--- src/rtl/anexp_pkg.sv ---
package anexp_pkg;
	localparam int NUM_PORTS = 4;
	localparam int CLK_HZ = 20_000_000;
	// management frame layout
	localparam int PREAMBLE_ONES = 32;
	localparam int HDR_BITS = 12;
	localparam int DATA_BITS = 16;
	localparam logic [1:0] OP_READ = 2'h2;
	localparam logic [1:0] OP_WRITE = 2'h1;
	// register map
	localparam logic [4:0] ANEXP_ADDR = 5'h06;
	localparam logic [4:0] INDCFG_ADDR = 5'h10;
	localparam logic [15:0] ANEXP_RESET = 16'h0000;
	localparam logic [15:0] INDCFG_RESET = 16'h0000;
	localparam int PAR_FAULT_BIT = 4;
	localparam int LP_NEXT_PAGE_BIT = 3;
	localparam int PAGE_RX_BIT = 1;
	localparam int LP_AN_ABLE_BIT = 0;
	localparam int USER_LSB = 12;
	localparam int USER_MSB = 15;
	localparam int TX_TUNE_BIT = 8;
	localparam int C_SEL_LSB = 6;
	localparam int B_SEL_LSB = 4;
	localparam int A_SEL_LSB = 2;
	localparam int LINK_ALG_BIT = 1;
	localparam int STRETCH_DIS_BIT = 0;
	localparam logic [15:0] INDCFG_RW_MASK = 16'hF1FF;
	// link, page and indicator stretch timing
	localparam int SAME_WORDS = 3;
	localparam int IDLE_RUN = 12;
	localparam int LINK_WINDOW_US = 1000;
	localparam int LINK_WINDOW_CYCLES = (CLK_HZ / 1_000_000) * LINK_WINDOW_US;
	localparam int ERR_LIMIT = 64;
	localparam int ERR_WINDOW = 1024;
	localparam int STRETCH_MS = 100;
	localparam int STRETCH_CYCLES = (CLK_HZ / 1000) * STRETCH_MS;

	typedef struct packed {
		logic tx_act;
		logic rx_act;
		logic half_duplex;
		logic speed100;
		logic collision;
		logic par_fault;
		logic lp_next_page;
		logic lp_an_able;
		logic cw_valid;
		logic [15:0] cw;
		logic sym_valid;
		logic sym_idle;
		logic sym_err;
	} port_in_t;

	typedef struct packed {
		logic indicator_out_c;
		logic indicator_out_b;
		logic indicator_out_a;
		logic link_up;
		logic fast_rise;
	} port_out_t;
endpackage : anexp_pkg

--- src/rtl/anexp_status_led_config_regs.sv ---
`timescale 1ns/10ps
// Function
// [RULE_01] the parallel detection fault bit is set by a fault and held high until cleared.
// [RULE_02] the page received bit latches high after three identical consecutive code words.
// [RULE_03] the partner next page bit shows whether the partner advertises next page.
// [RULE_04] the partner auto-negotiation bit shows whether the partner can auto-negotiate.
// [RULE_05] four user bits store what is written and steer nothing.
// [RULE_06] the tuning bit drives the faster rise time control, reset value 0.
// [RULE_07] indicator c shows link, half duplex, 100 Mbps or collision by its select, reset 00.
// [RULE_08] indicator b shows receive activity, link, half duplex or 100 Mbps by its select.
// [RULE_09] indicator a shows transmit activity, receive activity, link or half duplex, reset 00.
// [RULE_10] with the algorithm bit at 1 link drops if 12 idles in a row are not seen in the window.
// [RULE_11] with the algorithm bit at 0 link drops when symbol errors exceed 64 per 1024.
// [RULE_12] indicator active time is stretched while the stretch disable bit is 0.
// [RULE_13] a read of the expansion register clears its latched bits unless the cause persists.
// [RULE_14] each of the four ports has its own registers, indicators and link logic.
module anexp_status_led_config_regs import anexp_pkg::*; #(
	parameter int NPORT = NUM_PORTS,
	parameter logic [4:0] BASE_PHY_ADDR = 5'h00,
	parameter int WIN_CYCLES = LINK_WINDOW_CYCLES,
	parameter int STRETCH_LEN = STRETCH_CYCLES
) (
	input wire logic clk,
	input wire logic rst_n,
	input wire logic mdc,
	input wire logic mdio_in,
	output logic mdio_out,
	output logic mdio_oe_n,
	input wire port_in_t port_in [NPORT],
	output port_out_t port_out [NPORT]
);
	if (NPORT < 1 || NPORT > 4 || WIN_CYCLES < 2 || STRETCH_LEN < 2) begin : g_chk
		$error("unsupported parameter value");
	end

	typedef enum {ST_PRE, ST_START, ST_HDR, ST_TA, ST_DATA} mgmt_state_t;
	mgmt_state_t st_q, st_d;
	logic [2:0] mdc_s_q;
	logic [1:0] mdio_s_q;
	logic [5:0] cnt_q, cnt_d;
	logic [15:0] sh_q, sh_d;
	logic hit_q, hit_d, rd_q, rd_d;
	logic [1:0] pidx_q, pidx_d;
	logic [4:0] reg_q, reg_d;
	logic mdio_out_q, mdio_out_d, oe_n_q, oe_n_d;
	logic rd_exp_pulse, wr_cfg_pulse;
	logic mdc_rise, bit_in;
	logic [15:0] cfg_q [NPORT], cfg_d [NPORT];
	logic [NPORT-1:0] pdf_q, pdf_d, prx_q, prx_d, pg_q, pg_d;
	logic [15:0] cw_last_q [NPORT], cw_last_d [NPORT];
	logic [1:0] cw_cnt_q [NPORT], cw_cnt_d [NPORT];
	logic [31:0] win_q [NPORT], win_d [NPORT];
	logic [3:0] idle_q [NPORT], idle_d [NPORT];
	logic [NPORT-1:0] run_ok_q, run_ok_d;
	logic [10:0] err_q [NPORT], err_d [NPORT];
	logic [9:0] sym_q [NPORT], sym_d [NPORT];
	logic [31:0] str_q [NPORT][3], str_d [NPORT][3];
	port_out_t out_q [NPORT], out_d [NPORT];
	logic [15:0] exp_val [NPORT];
	logic [2:0] raw [NPORT];
	assign mdc_rise = mdc_s_q[1] & ~mdc_s_q[2];
	assign bit_in = mdio_s_q[1];
	assign mdio_out = mdio_out_q;
	assign mdio_oe_n = oe_n_q;

	// management frame receiver and read data shifter
	always_comb begin
		st_d = st_q;
		cnt_d = cnt_q;
		sh_d = sh_q;
		hit_d = hit_q;
		rd_d = rd_q;
		pidx_d = pidx_q;
		reg_d = reg_q;
		mdio_out_d = mdio_out_q;
		oe_n_d = oe_n_q;
		rd_exp_pulse = 1'b0;
		wr_cfg_pulse = 1'b0;
		if (mdc_rise) begin
			unique case (st_q)
				ST_PRE: begin
					if (bit_in) begin
						cnt_d = (cnt_q == 6'(PREAMBLE_ONES)) ? cnt_q : cnt_q + 6'h01;
					end else begin
						st_d = (cnt_q == 6'(PREAMBLE_ONES)) ? ST_START : ST_PRE;
						cnt_d = 6'h00;
					end
				end
				ST_START: begin
					st_d = bit_in ? ST_HDR : ST_PRE;
					cnt_d = 6'h00;
				end
				ST_HDR: begin
					sh_d = {sh_q[14:0], bit_in};
					cnt_d = cnt_q + 6'h01;
					if (cnt_q == 6'(HDR_BITS - 1)) begin
						pidx_d = 2'(sh_q[8:4] - BASE_PHY_ADDR);
						reg_d = {sh_q[3:0], bit_in};
						hit_d = (sh_q[8:4] - BASE_PHY_ADDR) < 5'(NPORT);
						rd_d = (sh_q[10:9] == OP_READ);
						st_d = (sh_q[10:9] == OP_READ || sh_q[10:9] == OP_WRITE) ? ST_TA : ST_PRE;
						cnt_d = 6'h00;
					end
				end
				ST_TA: begin
					cnt_d = cnt_q + 6'h01;
					if (cnt_q == 6'h00 && rd_q && hit_q) begin
						oe_n_d = 1'b0;
						mdio_out_d = 1'b0;
						sh_d = (reg_q == ANEXP_ADDR) ? exp_val[pidx_q] :
							(reg_q == INDCFG_ADDR) ? (cfg_q[pidx_q] & INDCFG_RW_MASK) : 16'h0000;
						rd_exp_pulse = (reg_q == ANEXP_ADDR);
					end
					if (cnt_q == 6'h01) begin
						mdio_out_d = sh_q[15];
						sh_d = {sh_q[14:0], 1'b0};
						st_d = ST_DATA;
						cnt_d = 6'h00;
					end
				end
				ST_DATA: begin
					cnt_d = cnt_q + 6'h01;
					mdio_out_d = sh_q[15];
					sh_d = rd_q ? {sh_q[14:0], 1'b0} : {sh_q[14:0], bit_in};
					if (cnt_q == 6'(DATA_BITS - 1)) begin
						oe_n_d = 1'b1;
						wr_cfg_pulse = !rd_q && hit_q && reg_q == INDCFG_ADDR;
						st_d = ST_PRE;
						cnt_d = 6'h00;
					end
				end
			endcase
		end
	end

	always_ff @(posedge clk) begin
		if (!rst_n) begin
			mdc_s_q <= 3'h0;
			mdio_s_q <= 2'h0;
			st_q <= ST_PRE;
			cnt_q <= 6'h00;
			sh_q <= 16'h0000;
			hit_q <= 1'b0;
			rd_q <= 1'b0;
			pidx_q <= 2'h0;
			reg_q <= 5'h00;
			mdio_out_q <= 1'b1;
			oe_n_q <= 1'b1;
		end else begin
			mdc_s_q <= {mdc_s_q[1:0], mdc};
			mdio_s_q <= {mdio_s_q[0], mdio_in};
			st_q <= st_d;
			cnt_q <= cnt_d;
			sh_q <= sh_d;
			hit_q <= hit_d;
			rd_q <= rd_d;
			pidx_q <= pidx_d;
			reg_q <= reg_d;
			mdio_out_q <= mdio_out_d;
			oe_n_q <= oe_n_d;
		end
	end

	// per-port status, indicator and link logic
	always_comb begin
		for (int p = 0; p < NPORT; p++) begin
			exp_val[p] = ANEXP_RESET;
			exp_val[p][PAR_FAULT_BIT] = pdf_q[p];
			exp_val[p][LP_NEXT_PAGE_BIT] = port_in[p].lp_next_page; // RULE_03
			exp_val[p][PAGE_RX_BIT] = prx_q[p];
			exp_val[p][LP_AN_ABLE_BIT] = port_in[p].lp_an_able; // RULE_04
			cfg_d[p] = (wr_cfg_pulse && pidx_q == 2'(p)) ? (sh_d & INDCFG_RW_MASK) : cfg_q[p]; // RULE_05
			cw_last_d[p] = port_in[p].cw_valid ? port_in[p].cw : cw_last_q[p];
			cw_cnt_d[p] = cw_cnt_q[p];
			if (port_in[p].cw_valid) begin
				cw_cnt_d[p] = (port_in[p].cw == cw_last_q[p] && cw_cnt_q[p] != 2'h0) ?
					((cw_cnt_q[p] == 2'(SAME_WORDS)) ? cw_cnt_q[p] : cw_cnt_q[p] + 2'h1) : 2'h1;
			end
			pg_d[p] = port_in[p].cw_valid && port_in[p].cw == cw_last_q[p] && cw_cnt_q[p] >= 2'(SAME_WORDS - 1);
			// a read clears a latch, but a new event in the same cycle wins
			pdf_d[p] = (pdf_q[p] & ~(rd_exp_pulse && pidx_q == 2'(p))) | port_in[p].par_fault; // RULE_01 RULE_13
			prx_d[p] = (prx_q[p] & ~(rd_exp_pulse && pidx_q == 2'(p))) | pg_q[p]; // RULE_02 RULE_13
			out_d[p] = out_q[p];
			win_d[p] = (win_q[p] == 32'(WIN_CYCLES - 1)) ? 32'h0 : win_q[p] + 32'h1;
			idle_d[p] = idle_q[p];
			run_ok_d[p] = run_ok_q[p];
			err_d[p] = err_q[p];
			sym_d[p] = sym_q[p];
			if (cfg_q[p][LINK_ALG_BIT]) begin
				if (port_in[p].sym_valid) begin
					idle_d[p] = port_in[p].sym_idle ? ((idle_q[p] == 4'(IDLE_RUN)) ? idle_q[p] : idle_q[p] + 4'h1) : 4'h0;
				end
				// only a fresh idle symbol counts; a run left at twelve must not hold link up
				run_ok_d[p] = run_ok_q[p] | (port_in[p].sym_valid && idle_d[p] == 4'(IDLE_RUN));
				if (win_q[p] == 32'(WIN_CYCLES - 1)) begin
					out_d[p].link_up = run_ok_d[p]; // RULE_10
					run_ok_d[p] = 1'b0;
				end
			end else if (port_in[p].sym_valid) begin
				sym_d[p] = sym_q[p] + 10'h001;
				err_d[p] = err_q[p] + {10'h000, port_in[p].sym_err};
				if (sym_q[p] == 10'(ERR_WINDOW - 1)) begin
					out_d[p].link_up = !(err_d[p] > 11'(ERR_LIMIT)); // RULE_11
					err_d[p] = 11'h000;
				end
			end
			out_d[p].fast_rise = cfg_q[p][TX_TUNE_BIT]; // RULE_06
			unique case (cfg_q[p][C_SEL_LSB+:2]) // RULE_07
				2'h0: raw[p][2] = out_q[p].link_up;
				2'h1: raw[p][2] = port_in[p].half_duplex;
				2'h2: raw[p][2] = port_in[p].speed100;
				2'h3: raw[p][2] = port_in[p].collision;
			endcase
			unique case (cfg_q[p][B_SEL_LSB+:2]) // RULE_08
				2'h0: raw[p][1] = port_in[p].rx_act;
				2'h1: raw[p][1] = out_q[p].link_up;
				2'h2: raw[p][1] = port_in[p].half_duplex;
				2'h3: raw[p][1] = port_in[p].speed100;
			endcase
			unique case (cfg_q[p][A_SEL_LSB+:2]) // RULE_09
				2'h0: raw[p][0] = port_in[p].tx_act;
				2'h1: raw[p][0] = port_in[p].rx_act;
				2'h2: raw[p][0] = out_q[p].link_up;
				2'h3: raw[p][0] = port_in[p].half_duplex;
			endcase
			for (int i = 0; i < 3; i++) begin
				// stretch holds a short blip long enough for the eye to catch
				str_d[p][i] = raw[p][i] ? 32'(STRETCH_LEN) : (str_q[p][i] != 32'h0 ? str_q[p][i] - 32'h1 : 32'h0);
			end
			out_d[p].indicator_out_a = raw[p][0] | (!cfg_q[p][STRETCH_DIS_BIT] && str_q[p][0] != 32'h0); // RULE_12
			out_d[p].indicator_out_b = raw[p][1] | (!cfg_q[p][STRETCH_DIS_BIT] && str_q[p][1] != 32'h0); // RULE_12
			out_d[p].indicator_out_c = raw[p][2] | (!cfg_q[p][STRETCH_DIS_BIT] && str_q[p][2] != 32'h0); // RULE_12
		end
	end

	always_ff @(posedge clk) begin
		for (int p = 0; p < NPORT; p++) begin // RULE_14
			if (!rst_n) begin
				cfg_q[p] <= INDCFG_RESET;
				pdf_q[p] <= 1'b0;
				prx_q[p] <= 1'b0;
				pg_q[p] <= 1'b0;
				cw_last_q[p] <= 16'h0000;
				cw_cnt_q[p] <= 2'h0;
				win_q[p] <= 32'h0;
				idle_q[p] <= 4'h0;
				run_ok_q[p] <= 1'b0;
				err_q[p] <= 11'h000;
				sym_q[p] <= 10'h000;
				out_q[p] <= '0;
				for (int i = 0; i < 3; i++) str_q[p][i] <= 32'h0;
			end else begin
				cfg_q[p] <= cfg_d[p];
				pdf_q[p] <= pdf_d[p];
				prx_q[p] <= prx_d[p];
				pg_q[p] <= pg_d[p];
				cw_last_q[p] <= cw_last_d[p];
				cw_cnt_q[p] <= cw_cnt_d[p];
				win_q[p] <= win_d[p];
				idle_q[p] <= idle_d[p];
				run_ok_q[p] <= run_ok_d[p];
				err_q[p] <= err_d[p];
				sym_q[p] <= sym_d[p];
				out_q[p] <= out_d[p];
				for (int i = 0; i < 3; i++) str_q[p][i] <= str_d[p][i];
			end
			port_out[p] <= out_q[p];
		end
	end
endmodule : anexp_status_led_config_regs

--- config.mk ---
export PLATFORM = sky130hd
export DESIGN_NAME = anexp_status_led_config_regs
export DESIGN_NICKNAME = d
export VERILOG_FILES = /design/src/rtl/anexp_pkg.sv /design/src/rtl/anexp_status_led_config_regs.sv
export SDC_FILE = /design/constraint.sdc
export NUM_CORES = 2
export LEC_CHECK = 0
export BUFFER_PORTS_ARGS = -buffer_cell sky130_fd_sc_hd__buf_2
export CAP_MARGIN = 30
export CORE_MARGIN = 10
export CORE_UTILIZATION = 55
export CTS_CLUSTER_DIAMETER = 100
export DETAILED_ROUTE_END_ITERATION = 10
export PLACE_DENSITY = 0.78
export REMOVE_ABC_BUFFERS = 1
export SETUP_SLACK_MARGIN = 0.02
export SLEW_MARGIN = 20
export SYNTH_ARGS = -nofsm -noshare
export SYNTH_HDL_FRONTEND = slang
export SYNTH_SLANG_ARGS = --single-unit
export TNS_END_PERCENT = 100
--- constraint.sdc ---
create_clock -name clk -period 2.4 [get_ports clk]
set_input_delay 0.12 -clock clk [delete_from_list [all_inputs] [get_ports clk]]
set_output_delay 0.12 -clock clk [all_outputs]
set_load 0.02 [all_outputs]
; Word-level counts from Yosys, hierarchy flattened
; Memories as Yosys holds them, arrays and structs flattened. A register that Yosys moved wholly into a read port is not among the register bits.
; Index checks and enable logic that the tools add are counted.
[op_classes]
n_bitwise = 83
n_reduce_logical = 89
add_sub_neg = 33
magnitude_cmp = 10
mux = 203
eq_ne = 82
[op_table]
columns = op, count
row1 = 32-bit two-way mux, 48
row2 = 32-bit nonzero test, 12
row3 = 32-bit by 1-bit subtractor with 32-bit output (second input constant), 12
row4 = 16-bit two-way mux, 23
row5 = 11-bit two-way mux, 16
row6 = 32-bit case mux with 5 select lines, 1
row7 = 32-bit by 1-bit adder with 32-bit output (second input constant), 4
row8 = 32-bit by 15-bit == test with 1-bit output (second input constant), 4
row9 = 10-bit two-way mux, 12
row10 = 4-bit two-way mux, 24
row11 = 1-bit bitwise OR, 68
row12 = 16-bit == test, 4
row13 = 32-bit by 2-bit == test with 1-bit output (second input constant), 2
row14 = 2-bit == test (second input constant), 31
row15 = 1-bit case mux with 4 select lines, 12
row16 = 16-bit case mux with 3 select lines, 1
row17 = 11-bit by 1-bit adder with 11-bit output, 4
row18 = 11-bit by 7-bit greater-than comparator with 1-bit output (second input constant), 4
row19 = 10-bit by 1-bit adder with 10-bit output (second input constant), 4
row20 = 10-bit == test (second input constant), 4
row21 = 1-bit logical AND, 40
row22 = 2-bit two-way mux, 20
row23 = 1-bit two-way mux, 33
row24 = 16-bit binary-select mux with 2-bit select, 1
row25 = other kinds (35), 116
[totals]
elab_cells = 548
mem_count = 9
ram_bits = 768
output_inout_bits = 22
in_bits = 116
ff_bits = 106
[memory_table]
columns = name, depth, word_bits, rd, rd_clocked_by_memory_dff, wr, line_no
row1 = str_q, 4, 96, 4, 0, 4, anexp_status_led_config_regs.sv:57  ; logic [31:0] str_q [NPORT][3], str_d [NPORT][3];
row2 = win_q, 4, 32, 4, 0, 4, anexp_status_led_config_regs.sv:52  ; logic [31:0] win_q [NPORT], win_d [NPORT];
row3 = cfg_q, 4, 16, 5, 1, 4, anexp_status_led_config_regs.sv:48  ; logic [15:0] cfg_q [NPORT], cfg_d [NPORT];
row4 = cw_last_q, 4, 16, 4, 0, 4, anexp_status_led_config_regs.sv:50  ; logic [15:0] cw_last_q [NPORT], cw_last_d [NPORT];
row5 = err_q, 4, 11, 4, 0, 4, anexp_status_led_config_regs.sv:55  ; logic [10:0] err_q [NPORT], err_d [NPORT];
row6 = sym_q, 4, 10, 4, 0, 4, anexp_status_led_config_regs.sv:56  ; logic [9:0] sym_q [NPORT], sym_d [NPORT];
row7 = 3 more memories, --, --, --, --, --, --

; Longest topological paths before layout
; An unclocked memory read counts as a cell.
[depth]
depth_word = 12
mapped_depth = 11

; Least setup slack after synthesis
; Ideal clock, no wire load.
[synth_timing]
path_type = register to register
startpoint = memory str_q[1][21] (netlist name)
endpoint = memory str_q[1][23] (netlist name)
t_required_ns = 2.285
path_stages_with_launch = 9
period_less_slack_ns = 2.660
n_path_buf = 2
setup_time_ns = 0.115
slack_ns = -0.260
t_arrival_ns = 2.546
cell_sequence = dfxtp_1 > or4_4 > or4b_4 > or4_4 > o31ai_4 > or2_1 > buf_6 > buf_8 > nor2_1
[synth_lines]
columns = item, line_no
row1 = from (decl), anexp_status_led_config_regs.sv:57

==> results.tsv <==
stage	metric	value	unit
critical_path	Reg-to-Reg End	str_q[1][26]	
yosys	Synth Area in XOR/XNOR	13.1	%
outcome	status	finished with violations	
timing	setup ws final	-0.0584	ns
clock_network	CTS tree	yes	
clock_network	cts bufs inserted	87	
final_layout	layout cells sized above 1	12.4	%
critical_path	Critical path buffers and inverters	1	
yosys	YS warnings	0	
detailed_routing	DRC	0	
power_and_ir_drop	Pwr Density	910	mW/mm^2
die	die extent in x	280	microns
final_layout	commonest non-fill, non-tap cells in the layout	dfxtp_1 (832), nor2_1 (749), nand2_1 (326)	
yosys	Synth Area in Compound Gates	8.08	%
critical_path	Critical R2R Launch	str_q[1][21]	
global_route	GRT Overall Usage	21.4	%
critical_path	worst path cell trace	or4_4 > or4b_4 > or4_4 > o31ai_4 > or2_4 > buf_6 > nor2_1	
yosys	Post-synth EDFFs	0	
critical_path	Critical Path Stages	7	
die	Die H	280	microns
timing	Final Skew	0.0264	ns
timing	Max Fclk	0.407	GHz
power_and_ir_drop	Peak VDD IR	0.750	mV
timing	final setup vio count	33	
final_layout	Multi-input gate area	0.0200	sq mm
final_layout	area grow syn2layout	18.8	%
timing	Hold Fails Final Rpt	0	
die	initial core utilization	55.5	%
worst_hold_path	min-delay src	port_in[83]	
critical_path	Setup CP Type	flip-flop to flip-flop	
die	core box area	0.0672	sq mm
final_layout	FF+latch area	0.0167	sq mm
place	dpl hpwl	55600	microns
global_route	Congestion Overflow GR	0	
clock_network	clock-pin slew on the worst setup and hold paths	0.06	ns
yosys	post-synthesis sequential area ratio	44.8	%
critical_path	critical path's top delay family	simple AND/OR/NAND/NOR gates	
timing	Worst slew margin	54.1	%
die	Die ar.	0.0786	sq mm
critical_path	CP max-delay cell	or4_4	
detailed_routing	drt pass-1 iters	5	
critical_path	R2R depth	7	
yosys	Synth Instances	4282	
timing	worst slew pin tran	0.683	ns
critical_path	R2R Setup Slk	-0.06	ns
critical_path	Max stage delay on crit path	0.53	ns
power_and_ir_drop	Pwr Total	40300	uW
die	I/O pins	138	
global_route	first-pass GRT wire length	143000	microns
outcome	failing checks	setup timing	
clock_network	CTS root buf	clkbuf_16	
clock_network	H-tree levels	3	
critical_path	Arrival @ worst endpoint	2.99	ns
yosys	Post-Synth Adder-Cell Area	2.01	%
detailed_routing	Vias per Instance	5.58	
yosys	mean post-synth cell area	8.71	sq um
final_layout	Final Net Count	4805	
timing	Pins Over Slew Limit	0	
yosys	share of synthesized registers carrying an async set or reset	0	%
global_route	initial antenna violation count	7	
detailed_routing	routed len/inst	15.5	microns
worst_hold_path	Min-Delay Endpoint	str_q[1][95]	
place	pre-CTS setup slack	-0.167	ns
yosys	largest family of logic cells by synthesized area	simple AND/OR/NAND/NOR gates	
yosys	Synth Cell Area	0.0373	sq mm
yosys	Yosys reg bits	835	
worst_hold_path	hold crit path type	input pin to flip-flop	
place	routability cong.	0.856	
yosys	mux contribution to synthesized area	3.90	%
job	Max Cap Viol	0	
clock_network	clk sinks	835	
die	Rows	95	
detailed_routing	Vias	31100	
clock_network	clk_lat worst skew	0.65	ns
timing	fin crit share	102	%
detailed_routing	DRT iter0 DRCs	2165	
critical_path	CP Max Fanout	8	
detailed_routing	final WL	86700	microns
clock_network	Clock Path Buffers	3	
global_route	largest net degree at the start of global routing	95	
critical_path	crit path capture type	flip-flop	
yosys	Distinct cells, synth	71	
yosys	area fraction in and, or, nand and nor cells after synthesis	25.4	%
detailed_routing	ANT nets after route	0	
timing	Min Clock Period, post-route	2.46	ns
critical_path	Crit path top cell by count	or4_4	
timing	RSZ-0062 raised after global routing	yes	
worst_hold_path	Hold Path Stages	4	
place	Buffers on Ports	137	
critical_path	CP required	2.93	ns
final_layout	most common cell after layout, fill and taps aside	dfxtp_1	
yosys	commonest register cell after synthesis	dfxtp_1	
global_route	vias in the first global route	29800	
power_and_ir_drop	Pleak	0.0167	uW
final_layout	Filler cells	5077	
critical_path	Critical Path Start Type	flip-flop	
[cell usage after synthesis, drive strengths merged, types with 68 or more instances]
cell      n  share of area [%]
a21oi   198                2.7
clkbuf  129                1.3
dfxtp   835                 45
inv      94               0.95
mux2i    80                2.1
nand2   326                3.3
nand3   134                1.8
nand4    74                1.2
nor2    756                7.6
nor3    133                1.8
nor4    141                2.4
o21ai   167                2.2
or3      68                1.1
xnor2   317                7.4
xor2    240                5.6
[routing by layer]
layer / wire (microns) / part of all wire (%) / vias to the layer above / GRT usage (%)
li1: - / - / 15500 / -
met1: 38600 / 45 / 14600 / 27.6
met2: 40100 / 46 / 800 / 35.4
met3: 5650 / 6.5 / 172 / 4.56
met4: 2230 / 2.6 / 10 / 6.66
met5: 58 / 0.067 / - / 0
[logic make-up (layout without fill, tap and decap cells)]
kind of cell               Yosys count  count (layout)
xor gates and xnor gates           557             557
muxes                              111             111
adders and majority gates           60              60
and+or+nand+nor                   1952            1952
buffers and inverters              253             669
AOI/OAI and AO/OA                  514             514
DFF                                835             835
other                                0               3
[how the worst max path moves through the flow]
stage | start | end
global placement | str_q[1][21] | str_q[1][8]
floorplan | rst_n | str_q[0][11]
global route | str_q[1][21] | str_q[1][18]
finish | str_q[1][21] | str_q[1][26]
CTS | str_q[1][21] | str_q[1][22]
detailed placement | str_q[1][21] | str_q[1][30]
[stage by stage]
stage	instance area (sq um)	std cells	hold WS, ns	utilization, %	setup TNS (ns)
floorplan	36600	4124	0.196	-	-699.98
global placement	40000	5315	0.311	59.5	-2.99
global route	44300	5573	0.0487	66.0	-3.78
CTS	43900	5566	0.00123	65.4	-1.19
detailed placement	40000	5315	0.312	59.5	-3.78
finish	44300	5574	0.0353	66.0	-1.38
[final cells by class]
cell class,instances,area share (%)
well taps,873,2.47
flip-flops and latches,835,37.7
inverters,95,0.822
diodes,3,0.0169
clock buffers,119,5.57
multi-input cells,3194,45.0
repair buffers,416,7.23
clock inverters,39,1.11
[power breakdown]
part	total [uW]	switching, uW	leakage [uW]	internal (uW)
clock	13800	5640	0.00146	8210
combinational	9820	5070	0.00846	4750
sequential	16600	1300	0.00680	15300
[state kept, by name, summed over array words and instances (netlist names), 2 cells and up, named ones only]
register,flops
cfg_q,52
cnt_q,6
cw_cnt_q,8
cw_last_q,64
err_q,44
idle_q,16
mdc_s_q,3
mdio_s_q,2
out_q,20
pdf_q,4
pg_q,4
pidx_q,2
port_out,20
prx_q,4
reg_q,5
run_ok_q,4
sh_q,16
st_q,3
str_q,384
sym_q,40
win_q,128
[tightest hold or removal path: stages]
cell	delay (ns)
buf_2	0.09
mux2_2	0.16
o21a_1	0.18
nor3_1	0.07
[repair_timing]
| action | 4_1_cts | 5_1_grt |
|---|---|---|
| pin swaps | 4 | 15 |
| gates cloned | 1 | 1 |
| buffers inserted | 2 | 4 |
| endpoints found under the setup margin | 80 | 247 |
| hold buffers | 90 | 0 |
| hold endpoints to repair | 109 | 0 |
| gates resized for setup | 16 | 72 |
Power figures use the tool's default switching activity.
